**config.mk**
```make
export PLATFORM = sky130hd
export DESIGN_NAME = masi_top
export DESIGN_NICKNAME = d
export VERILOG_FILES = /design/src/verilog/masi_pkg.sv /design/src/verilog/masi_errq_mem.sv /design/src/verilog/masi_pulse_stretch.sv /design/src/verilog/masi_top.sv
export SDC_FILE = /design/constraint.sdc
export NUM_CORES = 1
export LEC_CHECK = 0
export ABC_CLOCK_PERIOD_IN_PS = 7100
export BUFFER_PORTS_ARGS = -buffer_cell sky130_fd_sc_hd__buf_2
export CORE_MARGIN = 2
export CORE_UTILIZATION = 60
export CTS_BUF_LIST = sky130_fd_sc_hd__clkbuf_2 sky130_fd_sc_hd__clkbuf_4 sky130_fd_sc_hd__clkbuf_8
export DETAILED_ROUTE_END_ITERATION = 16
export PLACE_DENSITY = 0.77
export SYNTH_ARGS = -nofsm -noshare
export SYNTH_HDL_FRONTEND = slang
export SYNTH_SLANG_ARGS = --single-unit
```
**constraint.sdc**
```tcl
create_clock -name clk -period 7.1 [get_ports clk]
set_input_delay 0 -clock clk [delete_from_list [all_inputs] [get_ports clk]]
set_output_delay 0 -clock clk [all_outputs]
set_load 0.05 [all_outputs]
```
**src/verilog/masi_pkg.sv**
```systemverilog
// Constants, register map and field layout of the address and status indicator block
package masi_pkg;
  localparam int          MASI_AW          = 8;
  localparam int          MASI_DW          = 32;
  localparam logic [7:0]  MASI_LA_FACTORY  = 8'h50;
  localparam logic [7:0]  MASI_LA_MIN      = 8'h01;
  localparam logic [7:0]  MASI_LA_MAX      = 8'hFE;
  localparam logic [7:0]  MASI_LA_DYNAMIC  = 8'hFF;
  localparam int          MASI_SEC_SHIFT   = 3;
  localparam int          MASI_ERRQ_DEPTH  = 16;
  localparam int          MASI_ERR_W       = 16;
  localparam logic [15:0] MASI_NO_ERROR    = 16'h0000;
  localparam int          MASI_CLK_HZ      = 20_000_000;
  localparam int          MASI_ACCESS_NS   = 1000;
  localparam int          MASI_ACCESS_CYC  = (MASI_ACCESS_NS * (MASI_CLK_HZ / 1_000_000)) / 1000;
  localparam int          MASI_COMM_TO_US  = 100;
  localparam int          MASI_COMM_TO_CYC = MASI_COMM_TO_US * (MASI_CLK_HZ / 1_000_000);

  localparam logic [7:0] MASI_OFF_ADDR   = 8'h00;
  localparam logic [7:0] MASI_OFF_DYNLA  = 8'h04;
  localparam logic [7:0] MASI_OFF_STATUS = 8'h08;
  localparam logic [7:0] MASI_OFF_ERRQ   = 8'h0C;
  localparam logic [7:0] MASI_OFF_ERRPSH = 8'h10;
  localparam logic [7:0] MASI_OFF_IRQST  = 8'h14;
  localparam logic [7:0] MASI_OFF_IRQMSK = 8'h18;

  localparam int MASI_ST_FAILED   = 0;
  localparam int MASI_ST_ACCESS   = 1;
  localparam int MASI_ST_ERRORS   = 2;
  localparam int MASI_ST_OVERLOAD = 3;
  localparam int MASI_ST_OUT_CONN = 4;
  localparam int MASI_ST_DYNMODE  = 5;
  localparam int MASI_ST_TESTDONE = 6;

  localparam int MASI_IRQ_W       = 4;
  localparam int MASI_EV_SELFTEST = 0;
  localparam int MASI_EV_ERROR    = 1;
  localparam int MASI_EV_OVLD     = 2;
  localparam int MASI_EV_ERR_OVF  = 3;

  typedef enum logic [1:0] {MASI_POST, MASI_RUN, MASI_FAIL} masi_post_e;
endpackage : masi_pkg

```
**src/verilog/masi_errq_mem.sv**
```systemverilog
// Small error queue storage with registered read data
module masi_errq_mem
  import masi_pkg::*;
#(
  parameter int W     = MASI_ERR_W,
  parameter int DEPTH = MASI_ERRQ_DEPTH,
  parameter int AW    = $clog2(DEPTH)
) (
  input  wire logic          clk,
  input  wire logic          we,
  input  wire logic [AW-1:0] waddr,
  input  wire logic [W-1:0]  wdata,
  input  wire logic [AW-1:0] raddr,
  output logic      [W-1:0]  rdata
);
  logic [W-1:0] mem [DEPTH];

  always_ff @(posedge clk) begin
    if (we) begin
      mem[waddr] <= wdata;
    end
    rdata <= mem[raddr];
  end
endmodule : masi_errq_mem

```
**src/verilog/masi_pulse_stretch.sv**
```systemverilog
// Holds a level for a fixed number of cycles after the last trigger
module masi_pulse_stretch
  import masi_pkg::*;
#(
  parameter int CYC = MASI_ACCESS_CYC,
  parameter int CW  = $clog2(CYC + 1)
) (
  input  wire logic clk,
  input  wire logic arst_n,
  input  wire logic trig,
  output logic      hold
);
  logic [CW-1:0] cnt;
  logic [CW-1:0] next_cnt;

  always_comb begin
    next_cnt = cnt;
    if (trig) begin
      next_cnt = CW'(CYC);
    end else if (cnt != '0) begin
      next_cnt = cnt - CW'(1);
    end
  end

  always_ff @(posedge clk or negedge arst_n) begin
    if (!arst_n) begin
      cnt <= '0;
    end else begin
      cnt <= next_cnt;
    end
  end

  assign hold = (cnt != '0);
endmodule : masi_pulse_stretch

```
**src/verilog/masi_top.sv**
```systemverilog
// Logical address selection, faceplate indicators, error queue and APB registers
module masi_top
  import masi_pkg::*;
#(
  parameter int         COMM_TO_CYC = MASI_COMM_TO_CYC,
  parameter logic [7:0] LA_SWITCH   = MASI_LA_FACTORY
) (
  input  wire logic                  clk,
  input  wire logic                  arst_n,
  input  wire logic                  psel,
  input  wire logic                  penable,
  input  wire logic                  pwrite,
  input  wire logic [MASI_AW-1:0]    paddr,
  input  wire logic [MASI_DW-1:0]    pwdata,
  output logic      [MASI_DW-1:0]    prdata,
  output logic                       pready,
  output logic                       pslverr,
  input  wire logic [7:0]            la_switch,
  input  wire logic                  comm_ok,
  input  wire logic                  err_push,
  input  wire logic [MASI_ERR_W-1:0] err_code,
  input  wire logic                  ext_over_level,
  output logic [7:0]                 logical_addr,
  output logic [7:0]                 secondary_addr,
  output logic                       led_failed,
  output logic                       led_access,
  output logic                       led_errors,
  output logic                       led_overload,
  output logic                       out_connect,
  output logic                       irq
);
  localparam int QAW = $clog2(MASI_ERRQ_DEPTH);
  localparam int TW  = $clog2(COMM_TO_CYC + 1);

  function automatic logic la_static(input logic [7:0] v);
    return (v >= MASI_LA_MIN) && (v <= MASI_LA_MAX);
  endfunction : la_static

  // Address selection state
  logic       dyn_mode;
  logic       next_dyn_mode;
  logic [7:0] la;
  logic [7:0] next_la;
  logic [7:0] dyn_la;
  logic [7:0] next_dyn_la;
  logic       strap_done;
  logic       next_strap_done;

  // Self-test state
  masi_post_e    post;
  masi_post_e    next_post;
  logic [TW-1:0] tmr;
  logic [TW-1:0] next_tmr;

  // Error queue state
  logic [QAW-1:0] wp;
  logic [QAW-1:0] next_wp;
  logic [QAW-1:0] rp;
  logic [QAW-1:0] next_rp;
  logic [QAW:0]   cnt;
  logic [QAW:0]   next_cnt;
  logic           pop_pend;
  logic           next_pop_pend;

  // Indicators and bus
  logic                  ovl;
  logic                  next_ovl;
  logic                  acc_led;
  logic                  next_acc_led;
  logic [MASI_IRQ_W-1:0] irq_st;
  logic [MASI_IRQ_W-1:0] next_irq_st;
  logic [MASI_IRQ_W-1:0] irq_msk;
  logic [MASI_IRQ_W-1:0] next_irq_msk;
  logic [MASI_DW-1:0]    rdata;
  logic [MASI_DW-1:0]    next_rdata;
  logic                  rdy;
  logic                  next_rdy;
  logic                  serr;
  logic                  next_serr;
  logic                  irq_q;
  logic                  next_irq_q;

  logic                  wr;
  logic                  rd;
  logic                  acc_hold;
  logic                  q_push;
  logic                  q_pop;
  logic                  q_full;
  logic                  q_empty;
  logic [MASI_ERR_W-1:0] q_rdata;
  logic [MASI_ERR_W-1:0] push_code;
  logic [MASI_IRQ_W-1:0] ev;

  assign wr = psel && penable && pwrite && !rdy;
  // Queue read waits a cycle for data; that edge must not pop a second entry
  assign rd = psel && penable && !pwrite && !rdy && !pop_pend;

  masi_pulse_stretch #(.CYC(MASI_ACCESS_CYC)) u_acc (
    .clk   (clk),
    .arst_n(arst_n),
    .trig  (psel),
    .hold  (acc_hold)
  );

  masi_errq_mem #(.W(MASI_ERR_W), .DEPTH(MASI_ERRQ_DEPTH)) u_mem (
    .clk  (clk),
    .we   (q_push),
    .waddr(wp),
    .wdata(push_code),
    .raddr(rp),
    .rdata(q_rdata)
  );

  assign q_full  = (cnt == (QAW+1)'(MASI_ERRQ_DEPTH));
  assign q_empty = (cnt == '0);
  assign push_code = (wr && paddr == MASI_OFF_ERRPSH) ? pwdata[MASI_ERR_W-1:0] : err_code;
  assign q_push  = (err_push || (wr && paddr == MASI_OFF_ERRPSH) ||
                    (post == MASI_POST && next_post == MASI_FAIL)) && !q_full;
  // Read of the queue register pops on access, data returned one cycle later
  assign q_pop   = rd && paddr == MASI_OFF_ERRQ && !q_empty;

  always_comb begin
    ev = '0;
    ev[MASI_EV_SELFTEST] = (post == MASI_POST) && (next_post != MASI_POST);
    ev[MASI_EV_ERROR]    = q_push;
    ev[MASI_EV_OVLD]     = ext_over_level && !ovl;
    ev[MASI_EV_ERR_OVF]  = (err_push || (wr && paddr == MASI_OFF_ERRPSH)) && q_full;
  end

  always_comb begin
    next_strap_done = 1'b1;
    next_dyn_mode   = dyn_mode;
    next_la         = la;
    next_dyn_la     = dyn_la;
    // Switch captured once after reset release, never under the async reset
    if (!strap_done) begin
      next_dyn_mode = (la_switch == MASI_LA_DYNAMIC);
      if (la_static(la_switch)) begin
        next_la = la_switch;
      end
    end
    if (wr && paddr == MASI_OFF_DYNLA && dyn_mode) begin
      next_dyn_la = pwdata[7:0];
      next_la     = pwdata[7:0];
    end
  end

  always_comb begin
    next_post = post;
    next_tmr  = tmr;
    unique case (post)
      MASI_POST: begin
        if (comm_ok) begin
          next_post = MASI_RUN;
        end else if (tmr == TW'(COMM_TO_CYC)) begin
          next_post = MASI_FAIL;
        end else begin
          next_tmr = tmr + TW'(1);
        end
      end
      MASI_RUN:  next_post = MASI_RUN;
      MASI_FAIL: next_post = MASI_FAIL;
      default:   next_post = MASI_POST;
    endcase
  end

  always_comb begin
    next_wp       = wp;
    next_rp       = rp;
    next_cnt      = cnt;
    next_pop_pend = q_pop;
    if (q_push) begin
      next_wp = wp + QAW'(1);
    end
    if (q_pop) begin
      next_rp = rp + QAW'(1);
    end
    next_cnt = cnt + (QAW+1)'(q_push) - (QAW+1)'(q_pop);
  end

  always_comb begin
    next_ovl     = ext_over_level;
    next_acc_led = acc_hold || psel;
  end

  always_comb begin
    next_irq_msk = irq_msk;
    // Set wins over clear-on-read
    next_irq_st  = irq_st | ev;
    if (rd && paddr == MASI_OFF_IRQST) begin
      next_irq_st = ev;
    end
    if (wr && paddr == MASI_OFF_IRQMSK) begin
      next_irq_msk = pwdata[MASI_IRQ_W-1:0];
    end
    // Level output; no priority field exists locally
    next_irq_q = |(next_irq_st & next_irq_msk);
  end

  always_comb begin
    next_rdy   = psel && penable && !rdy && !(q_pop || pop_pend) ? 1'b1 : 1'b0;
    next_serr  = 1'b0;
    next_rdata = rdata;
    if (pop_pend) begin
      next_rdy   = 1'b1;
      next_rdata = {{(MASI_DW-MASI_ERR_W){1'b0}}, q_rdata};
    end
    if (rd) begin
      next_rdata = '0;
      unique case (paddr)
        MASI_OFF_ADDR: begin
          next_rdata[7:0]  = la;
          next_rdata[15:8] = la >> MASI_SEC_SHIFT;
          next_rdata[23:16] = la_switch;
        end
        MASI_OFF_DYNLA: next_rdata[7:0] = dyn_la;
        MASI_OFF_STATUS: begin
          next_rdata[MASI_ST_FAILED]   = led_failed;
          next_rdata[MASI_ST_ACCESS]   = led_access;
          next_rdata[MASI_ST_ERRORS]   = !q_empty;
          next_rdata[MASI_ST_OVERLOAD] = ovl;
          next_rdata[MASI_ST_OUT_CONN] = !ovl;
          next_rdata[MASI_ST_DYNMODE]  = dyn_mode;
          next_rdata[MASI_ST_TESTDONE] = (post != MASI_POST);
        end
        MASI_OFF_ERRQ: next_rdata[MASI_ERR_W-1:0] = MASI_NO_ERROR;
        MASI_OFF_ERRPSH: next_rdata = '0;
        MASI_OFF_IRQST: next_rdata[MASI_IRQ_W-1:0] = irq_st;
        MASI_OFF_IRQMSK: next_rdata[MASI_IRQ_W-1:0] = irq_msk;
        default: next_serr = 1'b1;
      endcase
    end
    if (wr) begin
      unique case (paddr)
        MASI_OFF_IRQMSK: next_serr = 1'b0;
        MASI_OFF_DYNLA, MASI_OFF_ERRPSH: next_serr = 1'b0;
        MASI_OFF_ADDR, MASI_OFF_STATUS, MASI_OFF_ERRQ, MASI_OFF_IRQST: next_serr = 1'b0;
        default: next_serr = 1'b1;
      endcase
    end
  end

  always_ff @(posedge clk or negedge arst_n) begin
    if (!arst_n) begin
      strap_done <= 1'b0;
      dyn_mode   <= 1'b0;
      la         <= MASI_LA_FACTORY;
      dyn_la     <= MASI_LA_FACTORY;
    end else begin
      strap_done <= next_strap_done;
      dyn_mode   <= next_dyn_mode;
      la         <= next_la;
      dyn_la     <= next_dyn_la;
    end
  end

  always_ff @(posedge clk or negedge arst_n) begin
    if (!arst_n) begin
      post <= MASI_POST;
      tmr  <= '0;
    end else begin
      post <= next_post;
      tmr  <= next_tmr;
    end
  end

  always_ff @(posedge clk or negedge arst_n) begin
    if (!arst_n) begin
      wp       <= '0;
      rp       <= '0;
      cnt      <= '0;
      pop_pend <= 1'b0;
    end else begin
      wp       <= next_wp;
      rp       <= next_rp;
      cnt      <= next_cnt;
      pop_pend <= next_pop_pend;
    end
  end

  always_ff @(posedge clk or negedge arst_n) begin
    if (!arst_n) begin
      ovl     <= 1'b0;
      acc_led <= 1'b0;
    end else begin
      ovl     <= next_ovl;
      acc_led <= next_acc_led;
    end
  end

  always_ff @(posedge clk or negedge arst_n) begin
    if (!arst_n) begin
      irq_st  <= '0;
      irq_msk <= '0;
      irq_q   <= 1'b0;
    end else begin
      irq_st  <= next_irq_st;
      irq_msk <= next_irq_msk;
      irq_q   <= next_irq_q;
    end
  end

  always_ff @(posedge clk or negedge arst_n) begin
    if (!arst_n) begin
      rdata <= '0;
      rdy   <= 1'b0;
      serr  <= 1'b0;
    end else begin
      rdata <= next_rdata;
      rdy   <= next_rdy;
      serr  <= next_serr;
    end
  end

  // Output registers
  always_ff @(posedge clk or negedge arst_n) begin
    if (!arst_n) begin
      logical_addr   <= MASI_LA_FACTORY;
      secondary_addr <= MASI_LA_FACTORY >> MASI_SEC_SHIFT;
      led_failed     <= 1'b1;
      led_errors     <= 1'b0;
      out_connect    <= 1'b0;
    end else begin
      logical_addr   <= next_la;
      secondary_addr <= next_la >> MASI_SEC_SHIFT;
      led_failed     <= (next_post != MASI_RUN);
      led_errors     <= (next_cnt != '0);
      // Held open until self-test passes as well
      out_connect    <= !next_ovl && (next_post == MASI_RUN);
    end
  end

  assign prdata       = rdata;
  assign pready       = rdy;
  assign pslverr      = serr;
  assign led_access   = acc_led;
  assign led_overload = ovl;
  assign irq          = irq_q;
endmodule : masi_top

```
### Yosys cells after proc, flatten, opt, wreduce, memory -nomap -nowiden

Memories as Yosys holds them, arrays and structs flattened. A register that Yosys moved wholly into a read port is not among the register bits.
Cells that the tools add are included.

* $add $sub $neg: 6
* reductions and logical operators: 48
* $lt $le $gt $ge: 2
* muxes and demuxes: 25
* bitwise logic cells: 4
* equality and inequality tests: 15

Operators by type and width (number)
* $mux W32: 2
* $mux W8: 4
* $eq A8 B5 Y1 const B: 3
* $logic_and A1 B1 Y1: 22
* $pmux W4 S5: 1
* $eq A8 B4 Y1 const B: 2
* $mux W16: 1
* $mux W5: 3
* $add A11 B1 Y11 const B: 1
* $eq A11 B11 Y1 const B: 1
* $reduce_bool A2 Y1: 5
* $reduce_bool A5 Y1: 2
* $pmux W3 S3: 1
* $add A4 B1 Y4 const B: 2
* $eq A8 B3 Y1 const B: 1
* $eq A8 B8 Y1 const B: 1
* $ge A8 B1 Y1 const B: 1
* $le A8 B8 Y1 const B: 1
* $logic_not A1 Y1: 8
* $logic_not A8 Y1: 1
* $mux W4: 2
* $mux W1: 7
* $reduce_or A7 Y1: 1
* $pmux W2 S3: 1
* 18 further kinds: 26

* RAM bits: 256
* bits of input ports: 72
* word-level logic and storage cells: 124
* output and inout port bits: 56
* register bits after elaboration: 98
* memories: 1

Memory list
* u_mem.mem: depth 16, width 16, rd ports 1, clocked after memory_dff 1, write ports 1, line masi_errq_mem.sv:16 `logic [W-1:0] mem [DEPTH];`

### Longest topological paths before layout

Gate-level depths: netlist of the first run.

* depth after elaboration: 12
* depth in mapped cells: 16

### Hierarchy

Synthesis of the first run repeated with hierarchy kept, for this count alone.

* cell total of the unflattened synthesis: 847
* area total of the unflattened synthesis: 14612.8 um^2

Modules (own cells, without submodules)
* masi_errq_mem: area each 10042.1 um^2, times used 1, sequential area each 8007.7 um^2, cells each 432
* masi_top: area each 4311.6 um^2, times used 1, sequential area each 2133.3 um^2, cells each 390
* masi_pulse_stretch: area each 259.0 um^2, times used 1, sequential area each 125.1 um^2, cells each 25

### Worst setup path before layout of the first run

OpenSTA, ideal clock, no wires.

* kind: register to register
* start: register rdy (netlist: pready)
* end: register led_errors
* path slack: 3.815 ns
* buffers on the path: 0
* setup time: 0.139 ns
* required time: 6.961 ns
* arrival time: 3.147 ns
* stages on the path, launching flop included: 15
* cells stage by stage: dfrtp_1 > and4b_1 > a41oi_1 > a21boi_4 > inv_1 > ha_1 > inv_1 > ha_1 > inv_1 > fa_1 > inv_1 > a21oi_1 > o21bai_1 > xnor2_1 > or4_1

* longest elaborated chain between the ends: 9
* elaborated cells between the ends (all ways): 13
* classes of those cells: add/sub: 2; reduce/logical: 11

Ends and longest elaborated chain
* start, declared: line masi_top.sv:76 `logic rdy;`
* start signal, assigned: line masi_top.sv:310 `rdy <= next_rdy;`
* $logic_not A1 Y1 (*): line masi_top.sv:94, masi_top.sv:96
* $logic_and A1 B1 Y1: line masi_top.sv:94 `assign wr = psel && penable && pwrite && !rdy;`
* $logic_and A1 B1 Y1: line masi_top.sv:117 `assign q_push = (err_push || (wr && paddr == MASI_OFF_ERRPSH) ||`
* $logic_or A1 B1 Y1 (2 in series): line masi_top.sv:117
* $logic_and A1 B1 Y1: line masi_top.sv:118 `(post == MASI_POST && next_post == MASI_FAIL)) && !q_full;`
* $add A5 B1 Y5: line masi_top.sv:178 `next_cnt = cnt + (QAW+1)'(q_push) - (QAW+1)'(q_pop);`
* $sub A5 B1 Y5 (*): line masi_top.sv:178
* net next_cnt[4]: line masi_top.sv:61 `logic [QAW:0] next_cnt;`
* $reduce_bool A5 Y1 (*): line masi_top.sv:327 `led_errors <= (next_cnt != '0);`
* end signal, assigned: line masi_top.sv:327
* end, declared: line masi_top.sv:27 `output logic led_errors,`

The timed path passes the listed nets; every way through them passes the cells marked *.
A chain may end at the register's enable or synchronous reset.

### Worst setup path in the final report of the first run

* start: input paddr[5]
* end: register led_errors

* elaborated cells between the ends (all ways): 11
* classes of those cells: add/sub: 2; eq/ne: 2; reduce/logical: 7

RTL lines
* start, declared: line masi_top.sv:13 `input wire logic [MASI_AW-1:0] paddr,`
* $eq A8 B4 Y1: line masi_top.sv:120 `assign q_pop = rd && paddr == MASI_OFF_ERRQ && !q_empty;`
* $logic_and A1 B1 Y1 (2 in series): line masi_top.sv:120
* net next_pop_pend: line masi_top.sv:63 `logic next_pop_pend;`
* $sub A5 B1 Y5: line masi_top.sv:178
* net next_cnt[4]: line masi_top.sv:61
* $reduce_bool A5 Y1: line masi_top.sv:327

The timed path passes the listed nets, and every way through them passes these cells.

==> qor.txt, run 1 <==
status: finished, final reports clean
initial core utilization: 0.605
HPWL after detailed placement: 19.3 mm
total congestion overflow: 0
Max Buffers Root-to-Sink: 3
hold-fix buffer count after cts: 63
num rows: 57
Main synth FF type: edfxtp_1
multiplexer share of the synthesized area: 0.147
# nets final: 1112
top post-synthesis cells by count: edfxtp_1, dfrtp_1, mux4_2
Hold Path End: prdata[6]$_DFFE_PN0P_
Net Sw Frac: 0.257
DRC viols: 0
initial antenna violation count: 1
Synth Area in Adders: 0.0142
fin crit period: 4350 ps
Synth area leader: edfxtp_1
largest net degree at the start of global routing: 68
vias in the first global route: 8705
Reg power frac: 0.532
Critical Path AT: 4800 ps
Clock Power Share: 0.342
area delta synth->final: 18.0%
Worst setup EP type: flop
synth top area cells: edfxtp_1, dfrtp_1, mux4_2
FF+latch count, synth: 362
total wire length: 32.5 mm
max cap viols: 0
Reg clk slew, reported paths: 70 ps
relative slew slack: 0.280
layout cells sized above 1: 0.329
Tcrit/Tclk final: 0.613
RSZ-0062 raised after global routing: false
Mapped Area: 14600 sq um
final clock skew: 26.5 ps
Post-synth EDFFs: 256
Core Footprint: 24100 sq um
sequential fraction of the synthesis area: 0.704
Internal Dissipation: 3.58 mW
Slew @ Worst Pin: 1080 ps
Setup Viol. Count Final: 0
Synth warnings: 0
Crit Path Max Fanout: 7
total CTS buffers: 56
Placer Congestion: 0.872
postcts setup bufs: 0
Worst Hold Launch: paddr[3]
Synth Instances: 818
hold crit path type: in -> reg
DIE HEIGHT: 160 um
first-pass GRT wire length: 50.3 mm
P_leak: 6.42 nW
Buffers on Ports: 100
synth unique cells: 63
Post-Route Setup TNS: 0 ps
reg2reg start: pop_pend$_DFF_PN0_
DR pass1 iterations: 6
largest family of logic cells by synthesized area: multiplexers
Resized cells post-CTS: 0
final hold vios: 0
post-route ant nets: 0
num ports: 128
Die Area: 25600 sq um
CTS Sinks: 362
Syn Area/Cell: 17.8 sq um
f_max: 230 MHz
Final Slew Violations: 0
flop2flop setup slack: 3390 ps
H-tree Lvls: 2
Die X: 160 um
total power: 4.82 mW
TritonCTS clock tree: yes
PwrDens: 280 nW/um^2
Fillers: 1506
r2r worst-path depth: 13
GRT Util Overall: 0.263
r2r endpoint: led_errors$_DFF_PN0_
routed len/inst: 23.4 um
post-synth top area share: 0.527
Synth Area in Compound Gates: 0.0437
Simple-Gate Fraction of Synth Area: 0.0527
kind of start point of the critical path: primary input
Post-synth ARST share: 0.249
post-synthesis xor/xnor area fraction: 0.0126
top-count cell post-synth: edfxtp_1
Comb power frac: 0.126
Psw: 1.24 mW
Skew-Pair Late Insertion Delay: 600 ps
CP required: 7550 ps
Hold Crit Depth: 5
Vias: 8313
Worst Setup Path Type: in -> reg
peak supply drop: 169 uV
Vias/cell: 5.98
initial DRC count: 1097
CTS root buf: clkbuf_8
final core area utilization: 0.714
worst max-delay path by stage:
stage | from | endpoint | slack [ps] | depth (start not counted)
3_3_place_gp | paddr[5] | led_errors$_DFF_PN0_ | 3310 | 15
5_1_grt | paddr[5] | led_errors$_DFF_PN0_ | 2580 | 17
6_report | paddr[5] | led_errors$_DFF_PN0_ | 2750 | 17
4_1_cts | paddr[5] | led_errors$_DFF_PN0_ | 2900 | 17
3_5_place_dp | paddr[5] | led_errors$_DFF_PN0_ | 3310 | 15
2_1_floorplan | pready$_DFF_PN0_ | led_errors$_DFF_PN0_ | 3810 | 14
power by group through the flow:
| stage | logic (mW) | registers, mW | clock network (mW) |
|---|---|---|---|
| after floorplan | 0.354 | 2.60 | 0 |
| after global placement | 0.557 | 2.59 | 0 |
| after detailed placement | 0.575 | 2.60 | 0 |
| after CTS | 0.609 | 2.56 | 1.68 |
| after global routing | 0.660 | 2.58 | 1.78 |
| final | 0.606 | 2.56 | 1.65 |
placed cells by master (no fill, tap or decap), types with 3 or more instances in the layout:
cell type,n
nor2_1,20
dfxtp_1,16
buf_2,99
edfxtp_1,256
buf_4,25
nor3_1,8
conb_1,12
and3_1,4
a22o_1,16
a21oi_1,13
clkbuf_4,25
nand2_1,46
o21ai_0,24
dfrtp_1,83
a221oi_1,4
xnor2_1,15
inv_1,26
a22oi_1,9
clkbuf_8,58
xor2_1,6
a222oi_1,4
or4_1,3
dlygate4sd3_1,62
nor2_2,12
clkinv_1,8
dfstp_2,5
nor3_2,5
nand3_1,7
mux2i_1,12
nand2b_1,6
nand4_1,9
clkinv_2,5
mux2_2,20
mux4_2,80
ha_1,15
per-layer routing:
| layer | vias to the layer above | track usage | part of all wire |
|---|---|---|---|
| li1 | 3609 | - | - |
| met1 | 4187 | 0.354 | 0.40 |
| met2 | 439 | 0.431 | 0.49 |
| met3 | 78 | 0.0470 | 0.076 |
| met4 | 0 | 0.111 | 0.031 |
| met5 | - | 0 | 0 |
worst max-delay path: stages:
cell and delay [ps]:
dlygate4sd3_1 540, buf_2 160, nor4_4 450, dlygate4sd3_1 670
nand3_1 110, dlygate4sd3_1 600, nor3_1 410, ha_1 320
inv_1 50, ha_1 160, inv_1 60, fa_1 400
inv_1 70, a21oi_1 60, o21bai_1 170, xnor2_1 100
or4_1 460
sequential cells by signal, summed over array words and instances (netlist names), 5 cells and up:
register,flops
u_mem.mem,256
prdata,24
u_mem.rdata,16
tmr,11
dyn_la,8
cnt,5
secondary_addr,5
u_acc.cnt,5
layout make-up:
cell class | instances | area (sq um) | share of cell area
Sequential cell | 362 | 10300 | 0.597
Antenna cell | 1 | 2.50 | 0.000145
Clock buffer | 83 | 986 | 0.0573
Timing Repair Buffer | 187 | 1330 | 0.0773
Clock inverter | 15 | 77.6 | 0.00451
Multi-Input combinational cell | 391 | 4040 | 0.235
Inverter | 26 | 97.6 | 0.00567
Tap cell | 324 | 405 | 0.0236
through the flow:
step,cells,setup slack (ps),cell area [sq um],hold slack (ps)
final,1389,2750,17200,80.8
after global routing,1389,2580,17200,74.3
after CTS,1388,2900,17200,55.1
after detailed placement,1227,3310,15500,50.1
after global placement,1227,3310,15500,45.0
after floorplan,828,3810,14600,-296
kinds of logic after synthesis:
group	count (synthesis)
xor+xnor	21
buf+inv	75
compound gates	88
fa+ha+maj	16
simple gates	142
mux	112
flops	362
other cells	2
Power figures use the tool's default switching activity.
==> run 2: changes to the inputs <==
--- a/config.mk
+++ b/config.mk
@@ -5,7 +5,7 @@
 export SDC_FILE = /design/constraint.sdc
 export NUM_CORES = 1
 export LEC_CHECK = 0
-export ABC_CLOCK_PERIOD_IN_PS = 7100
+export ABC_CLOCK_PERIOD_IN_PS = 4400
 export BUFFER_PORTS_ARGS = -buffer_cell sky130_fd_sc_hd__buf_2
 export CORE_MARGIN = 2
 export CORE_UTILIZATION = 60
==> constraint.sdc (replaced) <==
create_clock -name clk -period 4.4 [get_ports clk]
set_input_delay 0 -clock clk [delete_from_list [all_inputs] [get_ports clk]]
set_output_delay 0 -clock clk [all_outputs]
set_load 0.05 [all_outputs]
==> qor.txt, run 2 (same netlist as run 1, synthesis figures left out) <==
Die X: 160 um (unchanged)
Critical Path End: led_errors$_DFF_PN0_
Sequential Area: 10300 sq um (unchanged)
Worst setup EP type: flop
vias in the first global route: 8556 (-1.7%)
final hold vios: 0 (unchanged)
Skew-Pair Late Insertion Delay: 590 ps (about the same)
RSZ-0062 raised after global routing: false
Critical Path AT: 4560 ps (-240 ps)
hold crit path type: in -> async
DRC viols: 0 (unchanged)
Worst Setup Path Type: in -> reg
num ports: 128 (unchanged)
Setup Viol. Count Final: 0 (unchanged)
DIE HEIGHT: 160 um (unchanged)
H-tree Lvls: 2 (unchanged)
P_leak: 6.38 nW (-0.61%)
flop2flop setup slack: 910 ps (-2480 ps)
max reg flops: 256 (unchanged)
final clock skew: 17.3 ps (-9.24 ps)
area of the multi-input gates: 4050 sq um (+0.12%)
Psw: 1.97 mW (+59%)
PwrDens: 451 nW/um^2 (+61%)
total wire length: 31.8 mm (-2.4%)
Internal Dissipation: 5.77 mW (+61%)
CTS Sinks: 362 (unchanged)
initial core utilization: 0.605 (unchanged)
Slew @ Worst Pin: 1070 ps (-6.57 ps)
post-route ant nets: 0 (unchanged)
reg2reg start: tmr[0]$_DFFE_PN0P_
DR pass1 iterations: 5 (-1)
Worst setup startpoint: paddr[4]
CTS root buf: clkbuf_8
area delta synth->final: 17.7%
Core Footprint: 24100 sq um (unchanged)
HPWL after detailed placement: 19.6 mm (+1.5%)
kind of start point of the critical path: primary input
Reg clk slew, reported paths: 60 ps (about the same)
TritonCTS clock tree: yes
Vias/cell: 5.94 (-0.73%)
total congestion overflow: 0 (unchanged)
status: finished, final reports clean
routed len/inst: 23.0 um (-1.8%)
Clock Power Share: 0.340 (-0.002)
relative slew slack: 0.285 (+0.00438)
Buffers on Ports: 100 (unchanged)
Most flops, register: u_mem.mem
Placer Congestion: 0.896 (+2.8%)
Final Slew Violations: 0 (unchanged)
# nets final: 1109 (-0.27%)
most common cell after layout, fill and taps aside: edfxtp_1
initial antenna violation count: 0 (-1)
f_max: 244 MHz
Finished Cell Area: 17200 sq um (-0.27%)
first-pass GRT wire length: 48.4 mm (-3.8%)
Antenna diodes: 0 (-1)
Net Sw Frac: 0.254 (-0.00267)
Reg power frac: 0.535 (+0.003)
r2r endpoint: led_errors$_DFF_PN0_
most frequent cells in the layout: edfxtp_1, buf_2, dfrtp_1
num rows: 57 (unchanged)
total CTS buffers: 56 (unchanged)
Vias: 8205 (-1.3%)
layout cells sized above 1: 0.330 (+0.00123)
Crit Path Max Fanout: 7 (unchanged)
Fillers: 1542 (+2.4%)
largest net degree at the start of global routing: 60 (-12%)
r2r worst-path depth: 16 (+3)
GRT Util Overall: 0.254 (-0.00875)
peak supply drop: 298 uV (+76%)
Post-Route Setup TNS: 0 ps (unchanged)
fin crit period: 4100 ps
initial DRC count: 787 (-28%)
Die Area: 25600 sq um (unchanged)
max cap viols: 0 (unchanged)
CP required: 4860 ps (-2690 ps)
Comb power frac: 0.124 (-0.002)
Tcrit/Tclk final: 0.932
Max Buffers Root-to-Sink: 3 (unchanged)
Placed Area: 15500 sq um (+0.23%)
-- run 2: changes by cell type in the layout (fill, tap and decap cells not counted), sizes merged --
cell,change
dlygate4sd3,-5
clkinv,-3
buf,+2
clkinvlp,+2
inv,-2
clkbuf,-1
diode,-1
-- run 2: power by group through the flow --
stage               clock [mW]  combinational [mW]  sequential (mW)
global route              2.84                1.04             4.17
detailed placement           0               0.929             4.21
floorplan                    0               0.572             4.19
finish                    2.64               0.963             4.14
global placement             0               0.898             4.19
CTS                       2.69               0.969             4.14
-- run 2: worst max-delay path: stages --
cell,delay [ps]
dlygate4sd3_1,550
buf_2,160
nor4_4,450
dlygate4sd3_1,660
nand3_1,80
dlygate4sd3_1,600
nor3_2,280
ha_1,290
inv_1,60
ha_1,150
inv_1,50
fa_1,400
inv_1,70
a21oi_1,50
o21bai_1,150
xnor2_1,90
or4_1,460
-- run 2: how the worst min path moves through the flow --
stage                     cells after the start                      to
final                                         2  prdata[22]$_DFFE_PN0P_
after floorplan                               0        cnt[0]$_DFF_PN0_
after global routing                          5       rp[3]$_DFFE_PN0P_
after CTS                                     2     irq_st[1]$_DFF_PN0_
after detailed placement                      1  prdata[22]$_DFFE_PN0P_
after global placement                        1      tmr[9]$_DFFE_PN0P_
-- run 2: timing repair --
| action | 4_1_cts | 5_1_grt |
|---|---|---|
| endpoints found under the setup margin | 0 | 1 |
| buffers inserted | 0 | 0 |
| gates resized for setup | 0 | 1 |
| endpoints found under the hold margin | 381 | 0 |
| hold buffers | 57 | 0 |
-- run 2: routing by layer --
| layer | GRT usage | share of wire | up-vias |
|---|---|---|---|
| met5 | 0 | 0 | - |
| met4 | 0.0905 | 0.025 | 0 |
| met3 | 0.0519 | 0.077 | 64 |
| met2 | 0.423 | 0.50 | 399 |
| met1 | 0.339 | 0.40 | 4142 |
| li1 | - | - | 3600 |
-- run 2: area by class of cell --
class                           count  area share
Tap cell                          324      0.0236
Inverter                           26     0.00569
Timing Repair Buffer              184      0.0751
Multi-Input combinational cell    391       0.236
Sequential cell                   362       0.598
Clock buffer                       82      0.0577
Clock inverter                     12     0.00386
-- run 2: metrics by stage --
stage / std cells / util / worst slack [ps] / power, mW / hold WS, ps
after floorplan: 828 / - / 1110 / 4.77 / -296
after global placement: 1230 / 0.644 / 931 / 5.08 / 110
after detailed placement: 1230 / 0.644 / 903 / 5.14 / 106
after CTS: 1381 / 0.712 / 214 / 7.80 / 25.4
after global routing: 1381 / 0.712 / 107 / 8.05 / 75.5
final: 1381 / 0.712 / 300 / 7.74 / 37.1
